`src/common/fan_tach_pkg.sv`:
```
// Constants and types shared by the fan speed measurement block
package fan_tach_pkg;

   // ----------------------------------------------------------------
   // Clocks
   // ----------------------------------------------------------------
   localparam int unsigned CORE_CLK_HZ = 20_000_000;
   localparam int unsigned REF_CLK_HZ  = 90_000;
   // Rounded down: reference runs marginally fast, never slow
   localparam int unsigned REF_DIV     = CORE_CLK_HZ / REF_CLK_HZ;

   // ----------------------------------------------------------------
   // Register offsets (reading has no printed offset)
   // ----------------------------------------------------------------
   localparam logic [7:0] TACH_INPUT_OPTIONS_OFS   = 8'h90;
   localparam logic [7:0] DRIVE_OUTPUT_OPTIONS_OFS = 8'h94;

   // ----------------------------------------------------------------
   // Tach and drive option fields
   // ----------------------------------------------------------------
   localparam int unsigned TOPT_MODE_BIT   = 0;
   localparam int unsigned TOPT_EDGES_LSB  = 1;
   localparam int unsigned TOPT_GUARD_LSB  = 3;
   localparam int unsigned TOPT_SLOW_BIT   = 5;
   localparam int unsigned TOPT_IGNORE_BIT = 6;
   localparam logic [7:0]  TOPT_RESET      = 8'h15;
   localparam int unsigned DOPT_UPDATE_LSB = 0;
   localparam logic [7:0]  DOPT_RESET      = 8'h02;

   // ----------------------------------------------------------------
   // Edge counts and guard times by field code
   // ----------------------------------------------------------------
   localparam logic [3:0] EDGES_2 = 4'h2;
   localparam logic [3:0] EDGES_3 = 4'h3;
   localparam logic [3:0] EDGES_5 = 4'h5;
   localparam logic [3:0] EDGES_9 = 4'h9;
   localparam logic [5:0] GUARD_8  = 6'h08;
   localparam logic [5:0] GUARD_16 = 6'h10;
   localparam logic [5:0] GUARD_32 = 6'h20;
   localparam logic [5:0] GUARD_63 = 6'h3F;
   localparam logic [1:0] SKIP_EDGES = 2'h3;

   // ----------------------------------------------------------------
   // Readings and update intervals
   // ----------------------------------------------------------------
   localparam logic [15:0] READ_STALL = 16'hFFFF;
   localparam logic [15:0] READ_SLOW  = 16'hFFFE;
   localparam logic [15:0] COUNT_MAX  = 16'hFFFF;
   localparam int unsigned UPDATE_300_MS  = 300;
   localparam int unsigned UPDATE_500_MS  = 500;
   localparam int unsigned UPDATE_1000_MS = 1000;
   localparam int unsigned UPDATE_300_TICKS  = UPDATE_300_MS * REF_CLK_HZ / 1000;
   localparam int unsigned UPDATE_500_TICKS  = UPDATE_500_MS * REF_CLK_HZ / 1000;
   localparam int unsigned UPDATE_1000_TICKS = UPDATE_1000_MS * REF_CLK_HZ / 1000;

   typedef enum logic [5:0] {
      ST_IDLE  = 6'h01,
      ST_DRIVE = 6'h02,
      ST_GUARD = 6'h04,
      ST_SKIP  = 6'h08,
      ST_FIRST = 6'h10,
      ST_COUNT = 6'h20
   } meas_state_t;

endpackage

```
`src/common/tach_event_if.sv`:
```
// Filtered tach level and edge events between filter and measurement
`timescale 1ns/100ps
`default_nettype none
interface tach_event_if;
   logic ref_tick;
   logic edge_seen;
   logic level;
   modport source (input ref_tick, output edge_seen, output level);
   modport sink   (output ref_tick, input edge_seen, input level);
endinterface
`default_nettype wire

```
`src/design/tach_glitch_filter.sv`:
```
// Synchroniser and glitch filter for one tach input
`timescale 1ns/100ps
`default_nettype none
module tach_glitch_filter #(
   parameter int unsigned FILTER_LEN = 3
) (
   // Clock and reset
   input  wire logic   core_clk,
   input  wire logic   reset_n,
   // Tach pin
   input  wire logic   fan_speed_input_n,
   // Events toward measurement
   tach_event_if.source evt
);
   logic                  sync_a;
   logic                  sync_b;
   logic [FILTER_LEN-1:0] history;
   logic [FILTER_LEN-1:0] next_history;
   logic                  level;
   logic                  next_level;
   logic                  edge_seen;
   logic                  next_edge_seen;

   // ----------------------------------------------------------------
   // Filter
   // ----------------------------------------------------------------
   always_comb begin
      next_history   = history;
      next_level     = level;
      next_edge_seen = 1'b0;
      // Sampled only on reference ticks so edges share the count domain
      if (evt.ref_tick) begin
         next_history = {history[FILTER_LEN-2:0], sync_b};
         // Level moves only after FILTER_LEN agreeing samples
         if (&next_history && !level) begin
            next_level     = 1'b1;
            next_edge_seen = 1'b1;
         end else if (!(|next_history) && level) begin
            next_level     = 1'b0;
            next_edge_seen = 1'b1;
         end
      end
   end

   always_ff @(posedge core_clk or negedge reset_n) begin
      if (!reset_n) begin
         sync_a    <= 1'b0;
         sync_b    <= 1'b0;
         history   <= '0;
         level     <= 1'b0;
         edge_seen <= 1'b0;
      end else begin
         sync_a    <= fan_speed_input_n;
         sync_b    <= sync_a;
         history   <= next_history;
         level     <= next_level;
         edge_seen <= next_edge_seen;
      end
   end

   assign evt.level     = level;
   assign evt.edge_seen = edge_seen;
endmodule // tach_glitch_filter
`default_nettype wire

```
`src/design/fan_tach_speed_measure.sv`:
```
// Fan speed measurement for one tach input with linkable drive gating
`timescale 1ns/100ps
`default_nettype none

//Behaviour
// - Mode 1 counts reference pulses across edges
// - Mode 1 refreshes after every measurement
// - Count from first edge to last or saturation
// - Full edges by saturation load the count
// - Saturation with no edge reads all ones
// - Saturation with some edges gives slow code
// - Pulsed mode measures only while drive high
// - Pulsed start after drive rise and guard
// - No edge while drive high reads stalled
// - Too few edges while drive high: slow
// - Full edges within drive high latch count
// - Final edge ends detection, state idles, loads
// - Edge count 2, 3, 5 or 9
// - Guard time selectable within 8 to 63
// - Optional discard of first three edges in pulsed mode
// - Pulsed update every 300, 500, 1000 ms
// - Byte reads freeze the other byte
// - Reading ignores writes
// - Both tach transitions count as edges
// - Any tach may link any drive output
// - Mode bit: 0 always, 1 pulsed
// - Glitch filter ahead of edge detection
module fan_tach_speed_measure
   import fan_tach_pkg::*;
#(
   parameter int unsigned NUM_DRIVES   = 3,
   parameter int unsigned FILTER_LEN   = 3,
   parameter int unsigned TICKS_300MS  = UPDATE_300_TICKS,
   parameter int unsigned TICKS_500MS  = UPDATE_500_TICKS,
   parameter int unsigned TICKS_1000MS = UPDATE_1000_TICKS
) (
   // Clock and reset
   input  wire logic                    core_clk,
   input  wire logic                    reset_n,
   // Fan pins and drive outputs
   input  wire logic                    fan_speed_input_n,
   input  wire logic [NUM_DRIVES-1:0]   fan_drive_output_n,
   // Option registers
   input  wire logic [7:0]              tach_input_options,
   input  wire logic [NUM_DRIVES*8-1:0] drive_output_options,
   input  wire logic [1:0]              drive_link_select,
   // Reading register byte reads
   input  wire logic                    read_low_strobe,
   input  wire logic                    read_high_strobe,
   output logic [7:0]                   reading_low_byte,
   output logic [7:0]                   reading_high_byte,
   // Status
   output logic [15:0]                  tach_period_reading,
   output logic                         fan_stalled,
   output logic                         fan_slow
);
   import fan_tach_pkg::*;

   localparam logic [7:0] REF_DIV_LAST = 8'(REF_DIV - 1);

   tach_event_if evt ();

   meas_state_t state;
   meas_state_t next_state;
   logic [7:0]  ref_div;
   logic [7:0]  next_ref_div;
   logic [15:0] count;
   logic [15:0] next_count;
   logic [3:0]  edges;
   logic [3:0]  next_edges;
   logic [1:0]  skipped;
   logic [1:0]  next_skipped;
   logic [5:0]  guard;
   logic [5:0]  next_guard;
   logic [16:0] interval;
   logic [16:0] next_interval;
   logic        drive_prev;
   logic [15:0] reading;
   logic [15:0] next_reading;
   logic        stalled;
   logic        next_stalled;
   logic        slow;
   logic        next_slow;
   logic        hold_low;
   logic        next_hold_low;
   logic        hold_high;
   logic        next_hold_high;
   logic [7:0]  low_out;
   logic [7:0]  next_low_out;
   logic [7:0]  high_out;
   logic [7:0]  next_high_out;

   logic        ref_tick;
   logic        pulsed_mode;
   logic        slow_sel;
   logic [3:0]  edge_target;
   logic [5:0]  guard_target;
   logic [16:0] interval_target;
   logic [7:0]  linked_opt;
   logic        drive_high;
   logic        drive_rise;
   logic        saturated;
   logic [15:0] short_code;

   // ----------------------------------------------------------------
   // Filter
   // ----------------------------------------------------------------
   tach_glitch_filter #(
      .FILTER_LEN (FILTER_LEN)
   ) u_filter (
      .core_clk          (core_clk),
      .reset_n           (reset_n),
      .fan_speed_input_n (fan_speed_input_n),
      .evt               (evt.source)
   );

   assign evt.ref_tick = ref_tick;

   // ----------------------------------------------------------------
   // Option decode
   // ----------------------------------------------------------------
   always_comb begin
      // Drive outputs come from on-chip logic, so no synchroniser
      drive_high  = fan_drive_output_n[drive_link_select];
      linked_opt  = drive_output_options[drive_link_select*8 +: 8];
      pulsed_mode = tach_input_options[TOPT_MODE_BIT];
      slow_sel    = tach_input_options[TOPT_SLOW_BIT];
      case (tach_input_options[TOPT_EDGES_LSB +: 2])
         2'h0:    edge_target = EDGES_2;
         2'h1:    edge_target = EDGES_3;
         2'h2:    edge_target = EDGES_5;
         default: edge_target = EDGES_9;
      endcase
      case (tach_input_options[TOPT_GUARD_LSB +: 2])
         2'h0:    guard_target = GUARD_8;
         2'h1:    guard_target = GUARD_16;
         2'h2:    guard_target = GUARD_32;
         default: guard_target = GUARD_63;
      endcase
      case (linked_opt[DOPT_UPDATE_LSB +: 2])
         2'h0:    interval_target = 17'(TICKS_300MS);
         2'h1:    interval_target = 17'(TICKS_500MS);
         default: interval_target = 17'(TICKS_1000MS);
      endcase
      drive_rise = drive_high && !drive_prev;
      saturated  = ref_tick && (count == COUNT_MAX);
      short_code = slow_sel ? READ_STALL : READ_SLOW;
   end

   // ----------------------------------------------------------------
   // Measurement
   // ----------------------------------------------------------------
   always_comb begin
      ref_tick      = (ref_div == REF_DIV_LAST);
      next_ref_div  = ref_tick ? 8'h00 : ref_div + 8'h01;
      next_state    = state;
      next_count    = count;
      next_edges    = edges;
      next_skipped  = skipped;
      next_guard    = guard;
      next_reading  = reading;
      next_stalled  = stalled;
      next_slow     = slow;
      next_interval = interval;
      if (ref_tick && interval != 17'h00000) begin
         next_interval = interval - 17'h00001;
      end
      case (state)
         ST_IDLE: begin
            next_count = 16'h0000;
            next_edges = 4'h0;
            next_state = pulsed_mode ? ST_DRIVE : ST_FIRST;
         end
         ST_DRIVE: begin
            // Wait out the update interval, then a fresh drive rise
            if (interval == 17'h00000 && drive_rise) begin
               next_guard = 6'h00;
               next_state = ST_GUARD;
            end
         end
         ST_GUARD: begin
            if (!drive_high) begin
               // Drive dropped inside guard; no usable window
               next_state = ST_DRIVE;
            end else if (ref_tick) begin
               next_guard = guard + 6'h01;
               if (next_guard == guard_target) begin
                  next_skipped = 2'h0;
                  next_state   = tach_input_options[TOPT_IGNORE_BIT] ? ST_SKIP
                                                                      : ST_FIRST;
               end
            end
         end
         ST_SKIP: begin
            if (!drive_high) begin
               next_reading  = READ_STALL;
               next_stalled  = 1'b1;
               next_slow     = 1'b0;
               next_interval = interval_target;
               next_state    = ST_IDLE;
            end else if (evt.edge_seen) begin
               next_skipped = skipped + 2'h1;
               if (next_skipped == SKIP_EDGES) begin
                  next_state = ST_FIRST;
               end
            end
         end
         ST_FIRST: begin
            // Count runs before the first edge so a dead fan saturates
            if (ref_tick && count != COUNT_MAX) begin
               next_count = count + 16'h0001;
            end
            if (pulsed_mode && !drive_high) begin
               next_reading  = READ_STALL;
               next_stalled  = 1'b1;
               next_slow     = 1'b0;
               next_interval = interval_target;
               next_state    = ST_IDLE;
            end else if (evt.edge_seen) begin
               next_count = 16'h0000;
               next_edges = 4'h1;
               next_state = ST_COUNT;
            end else if (saturated) begin
               next_reading = READ_STALL;
               next_stalled = 1'b1;
               next_slow    = 1'b0;
               next_state   = ST_IDLE;
            end
         end
         ST_COUNT: begin
            if (ref_tick && count != COUNT_MAX) begin
               next_count = count + 16'h0001;
            end
            if (pulsed_mode && !drive_high) begin
               next_reading  = short_code;
               next_stalled  = 1'b0;
               next_slow     = 1'b1;
               next_interval = interval_target;
               next_state    = ST_IDLE;
            end else if (evt.edge_seen && edges + 4'h1 == edge_target) begin
               next_reading  = count;
               next_stalled  = 1'b0;
               next_slow     = 1'b0;
               next_interval = interval_target;
               next_state    = ST_IDLE;
            end else if (evt.edge_seen) begin
               next_edges = edges + 4'h1;
            end else if (saturated) begin
               next_reading = short_code;
               next_stalled = 1'b0;
               next_slow    = 1'b1;
               next_state   = ST_IDLE;
            end
         end
         default: begin
            next_state = ST_IDLE;
         end
      endcase
   end

   // ----------------------------------------------------------------
   // Byte freeze
   // ----------------------------------------------------------------
   always_comb begin
      // Reading has no write path at all
      next_hold_low  = hold_low;
      next_hold_high = hold_high;
      if (read_low_strobe) begin
         next_hold_high = 1'b1;
         next_hold_low  = 1'b0;
      end else if (read_high_strobe) begin
         next_hold_low  = !hold_high;
         next_hold_high = 1'b0;
      end
      next_low_out  = next_hold_low ? low_out : reading[7:0];
      next_high_out = next_hold_high ? high_out : reading[15:8];
   end

   always_ff @(posedge core_clk or negedge reset_n) begin
      if (!reset_n) begin
         state      <= ST_IDLE;
         ref_div    <= 8'h00;
         count      <= 16'h0000;
         edges      <= 4'h0;
         skipped    <= 2'h0;
         guard      <= 6'h00;
         interval   <= 17'h00000;
         drive_prev <= 1'b0;
         reading    <= READ_STALL;
         stalled    <= 1'b0;
         slow       <= 1'b0;
         hold_low   <= 1'b0;
         hold_high  <= 1'b0;
         low_out    <= 8'h00;
         high_out   <= 8'h00;
      end else begin
         state      <= next_state;
         ref_div    <= next_ref_div;
         count      <= next_count;
         edges      <= next_edges;
         skipped    <= next_skipped;
         guard      <= next_guard;
         interval   <= next_interval;
         drive_prev <= drive_high;
         reading    <= next_reading;
         stalled    <= next_stalled;
         slow       <= next_slow;
         hold_low   <= next_hold_low;
         hold_high  <= next_hold_high;
         low_out    <= next_low_out;
         high_out   <= next_high_out;
      end
   end

   assign reading_low_byte    = low_out;
   assign reading_high_byte   = high_out;
   assign tach_period_reading = reading;
   assign fan_stalled         = stalled;
   assign fan_slow            = slow;
endmodule // fan_tach_speed_measure
`default_nettype wire

```
`config.mk`:
```
export PLATFORM = sky130hd
export DESIGN_NAME = fan_tach_speed_measure
export DESIGN_NICKNAME = d
export VERILOG_FILES = /design/src/common/fan_tach_pkg.sv /design/src/common/tach_event_if.sv /design/src/design/tach_glitch_filter.sv /design/src/design/fan_tach_speed_measure.sv
export SDC_FILE = /design/constraint.sdc
export NUM_CORES = 1
export LEC_CHECK = 0
export ABC_AREA = 1
export CAP_MARGIN = 25
export CORE_UTILIZATION = 25
export DETAILED_ROUTE_END_ITERATION = 6
export DONT_BUFFER_PORTS = 1
export GPL_ROUTABILITY_DRIVEN = 0
export GPL_TIMING_DRIVEN = 0
export HOLD_SLACK_MARGIN = 0.05
export SYNTH_ARGS = -nofsm -noshare
export SYNTH_HDL_FRONTEND = slang
export SYNTH_SLANG_ARGS = --single-unit
```
`constraint.sdc`:
```
create_clock -name core_clk -period 2.31 [get_ports core_clk]
set_input_delay 0 -clock core_clk [delete_from_list [all_inputs] [get_ports core_clk]]
set_output_delay 0 -clock core_clk [all_outputs]
set_load 0.02 [all_outputs]
```
==> run_summary.xml <==
<?xml version="1.0" encoding="UTF-8"?>
<metrics>
  <group name="status">
    <metric name="status" unit="">complete, but fails checks</metric>
    <metric name="violations" unit="">negative hold slack</metric>
  </group>
  <group name="worst_setup_path">
    <metric name="critical-path-slowest-cell" unit="">dfrtp_1</metric>
    <metric name="worst_ep_required_time" unit="ps">2600</metric>
    <metric name="worstPathArrival" unit="ps">2430</metric>
    <metric name="cp_slowest_stage_delay" unit="ps">460</metric>
    <metric name="startpoint_type" unit="">register</metric>
    <metric name="critPathKind" unit="">register to register</metric>
    <metric name="worstSetupEndpointType" unit="">register</metric>
    <metric name="critical_path.cell_chain" unit="">ha_1 -&gt; nand2_1 -&gt; nand2_1 -&gt; nor2_1 -&gt; nand3_1 -&gt; a21oi_1 -&gt; nand2_2 -&gt; nand3_2 -&gt; nand3_2 -&gt; inv_2 -&gt; nand2_4 -&gt; buf_12 -&gt; a21oi_4</metric>
    <metric name="timing.critical_path.fanout_max" unit="">10</metric>
  </group>
  <group name="job">
    <metric name="maxCapViolations" unit="">0</metric>
  </group>
  <group name="timing">
    <metric name="final_min_period_over_clock_period" unit="%">92.93</metric>
    <metric name="timing_hold_violations_final" unit="">102</metric>
    <metric name="max_freq" unit="MHz">465.8</metric>
    <metric name="max_slew_margin" unit="%">55.70</metric>
    <metric name="setup-tns-final" unit="ps">0</metric>
    <metric name="grt_setup_unrepaired" unit="">no</metric>
    <metric name="finalMaxSlewViolations" unit="">0</metric>
    <metric name="timing.clock.skew" unit="ps">7.820</metric>
    <metric name="tightestPinTransition" unit="ps">657.5</metric>
    <metric name="timing.hold.ws" unit="ps">-663.0</metric>
    <metric name="final_critical_period" unit="ps">2147</metric>
    <metric name="finalSetupViolCount" unit="">0</metric>
  </group>
  <group name="yosys">
    <metric name="synth.area.top_cells" unit="">dfrtp_1 34%, nand2_1 14%, dfstp_2 7.2%</metric>
    <metric name="ys_warn_count" unit="">0</metric>
    <metric name="synth_enable_flop_cells" unit="">0</metric>
    <metric name="ys_types" unit="">50</metric>
    <metric name="top_cells_by_instance_count_after_synthesis" unit="">236 x nand2_1, 109 x nor2_1, 96 x inv_1</metric>
    <metric name="yosys.area.top_type" unit="">dfrtp_1</metric>
    <metric name="syn_std_cell_area" unit="um^2">6201</metric>
    <metric name="yosys.area.top_type_share" unit="%">34.30</metric>
    <metric name="synth_fp_nets" unit="">879</metric>
    <metric name="syn_area_per_cell" unit="um^2">7.498</metric>
    <metric name="ys.flop_type" unit="">dfrtp_1</metric>
    <metric name="synth_async_sr_flop_share" unit="%">100.0</metric>
    <metric name="postSynthCellCount" unit="">827</metric>
    <metric name="post-synth-top-count-cell" unit="">nand2_1</metric>
    <metric name="yosys_register_bits" unit="">102</metric>
    <metric name="sequential_share_of_the_synthesized_area" unit="%">41.51</metric>
  </group>
  <group name="floorplan">
    <metric name="die-area" unit="um^2">25440</metric>
    <metric name="die_x" unit="um">159.5</metric>
    <metric name="initial_utilization" unit="%">25.50</metric>
    <metric name="die_height" unit="um">159.5</metric>
    <metric name="io_pins" unit="">76</metric>
    <metric name="fp.coreArea" unit="um^2">24320</metric>
    <metric name="core.rowCount" unit="">57</metric>
  </group>
  <group name="finish">
    <metric name="seqCellArea" unit="um^2">2574</metric>
    <metric name="syn2layout_area_growth" unit="%">12.65</metric>
    <metric name="share_of_final_layout_standard_cells_stronger_than_drive_strength_1" unit="%">12.56</metric>
    <metric name="multi_input_combinational_cell_area" unit="um^2">3126</metric>
    <metric name="final_core_util" unit="%">28.72</metric>
    <metric name="fillers" unit="">2622</metric>
    <metric name="num-nets-final" unit="">899</metric>
  </group>
  <group name="cts">
    <metric name="cell_at_the_root_of_the_clock_tree" unit="">clkbuf_16</metric>
    <metric name="h-tree-depth" unit="">3</metric>
    <metric name="tritoncts" unit="">done</metric>
    <metric name="insertion_delay" unit="ps">350</metric>
    <metric name="cts.reportedPaths.clkPinSlew" unit="ps">70</metric>
    <metric name="cts_sinks" unit="">102</metric>
    <metric name="cts_hold_buffers" unit="">9</metric>
    <metric name="clock_path_buffers" unit="">2</metric>
    <metric name="cts_made_buffers" unit="">9</metric>
  </group>
  <group name="route">
    <metric name="post-route-drc-count" unit="">0</metric>
    <metric name="iter_0_drt_violations" unit="">383</metric>
    <metric name="vias_per_cell" unit="">4.417</metric>
    <metric name="post_route_antenna_net_violation_count" unit="">0</metric>
    <metric name="number_of_detailed_routing_iterations_run_before_antenna_repair" unit="">5</metric>
    <metric name="routed_wl" unit="um">14420</metric>
    <metric name="wire_per_inst" unit="um">12.25</metric>
    <metric name="detailroute.via_count" unit="">5199</metric>
  </group>
  <group name="global_routing">
    <metric name="gr-total-overflow" unit="">0</metric>
    <metric name="grt.total_usage" unit="%">11.83</metric>
    <metric name="maximum_number_of_pins_on_one_net_before_global_route_repair" unit="">103</metric>
    <metric name="initial_antenna_violation_count" unit="">2</metric>
    <metric name="vias_in_the_first_global_route" unit="">4947</metric>
    <metric name="grt_first_pass_wirelength" unit="um">24720</metric>
  </group>
  <group name="place">
    <metric name="port_buffers" unit="">0</metric>
    <metric name="dp_hpwl" unit="um">10690</metric>
  </group>
  <group name="worst_hold_path">
    <metric name="worst_hold_path_type" unit="">input port to async pin</metric>
  </group>
  <group name="power_and_ir_drop">
    <metric name="power_density" unit="nW/um^2">773.8</metric>
    <metric name="peak_supply_drop" unit="mV">0.3863</metric>
    <metric name="total_leakage_power" unit="nW">3.261</metric>
  </group>
</metrics>
-- worst paths after layout --
kind	slack, ps	from	to	depth (start not counted)
worst min register to register	360	u_filter.sync_a	u_filter.sync_b	0
min in group core_clk	100	drive_link_select[1]	interval[15]	3
worst max-delay path	160	edges[0]	tach_period_reading[6]	13
worst max register to register	160	edges[0]	tach_period_reading[6]	13
worst min-delay path	-660	reset_n	reading_high_byte[1]	0
max in group asynchronous	2750	reset_n	state[0]	0
-- cell type report --
| type | count | share of cell area, % |
|---|---|---|
| Buffer | 12 | 1.325 |
| Antenna cell | 1 | 0.03582 |
| Multi-Input combinational cell | 603 | 44.74 |
| Timing Repair Buffer | 9 | 1.325 |
| Clock inverter | 6 | 0.6806 |
| Inverter | 110 | 5.965 |
| Sequential cell | 102 | 36.84 |
| Clock buffer | 10 | 3.278 |
| Tap cell | 324 | 5.803 |
-- per-layer routing --
metal	up-vias	wire length, um	track usage, %
li1	2683	-	-
met1	2417	7141	16.44
met2	82	6562	18.18
met3	15	499	2.396
met4	2	204	4.021
met5	-	13	0
-- cells by family after synthesis --
| logic type | count (synthesis) | synth area share (%) |
|---|---|---|
| xor+xnor | 18 | 2.543 |
| fa+ha+maj | 10 | 2.018 |
| compound gates | 109 | 11.60 |
| buf+inv | 122 | 8.212 |
| simple gates | 466 | 34.12 |
| flops | 102 | 41.51 |
-- placed cells by master (no fill, tap or decap), types with 9 or more instances in the layout --
master and n:
dfstp_2 17, nand2_2 11, dfrtp_1 85, xor2_1 15
clkbuf_16 9, inv_2 12, inv_1 96, o21ai_1 10
nand2_1 235, a21oi_1 19, nand4_1 14, ha_1 10
nor2_1 109, a21oi_4 10, o21ai_0 51, nand3_1 54
-- through the flow --
step	total power [W]	cell area (um^2)	setup slack, ps	hold WS, ps	std cells
finish	0.005405	6985	163.3	-663.0	1177
detailed placement	0.003949	6606	152.5	-292.1	1151
CTS	0.005455	6973	70.15	-679.9	1176
global placement	0.003924	6606	131.3	-291.9	1151
global route	0.005780	6985	10.64	-683.3	1177
floorplan	0.003572	6201	448.0	-295.6	827
-- where the power goes --
part	internal [W]	switching [W]	total [W]	leakage, nW
Combinational	0.000545	0.00103	0.00157	1.89
Clock	0.000741	0.000714	0.00146	0.127
Sequential	0.00204	0.000334	0.00238	1.25
Total	0.00333	0.00208	0.00541	3.26
-- state kept, by name, summed over array words and instances (netlist names), 2 cells and up --
| name | flops |
|---|---|
| ref_div | 8 |
| reading_low_byte | 8 |
| reading_high_byte | 8 |
| u_filter.history | 2 |
| guard | 6 |
| interval | 17 |
| edges | 4 |
| tach_period_reading | 16 |
| skipped | 2 |
| state | 6 |
| count | 16 |
-- repair_timing --
item / CTS / global route
resized for setup: 0 / 3
endpoints found under the setup margin: 0 / 9
endpoints found under the hold margin: 117 / 102
setup buffers: 0 / 0
-- critical path, delay by kind of cell (launching register included) --
kind	cells	cell delay, ps
AND/OR/NAND/NOR	8	750
AO/OA/AOI/OAI	2	260
adder cells (fa/ha/maj)	1	350
buffers and inverters	2	260
flip-flops	1	460
No activity file was read; power rests on OpenSTA's default activity.
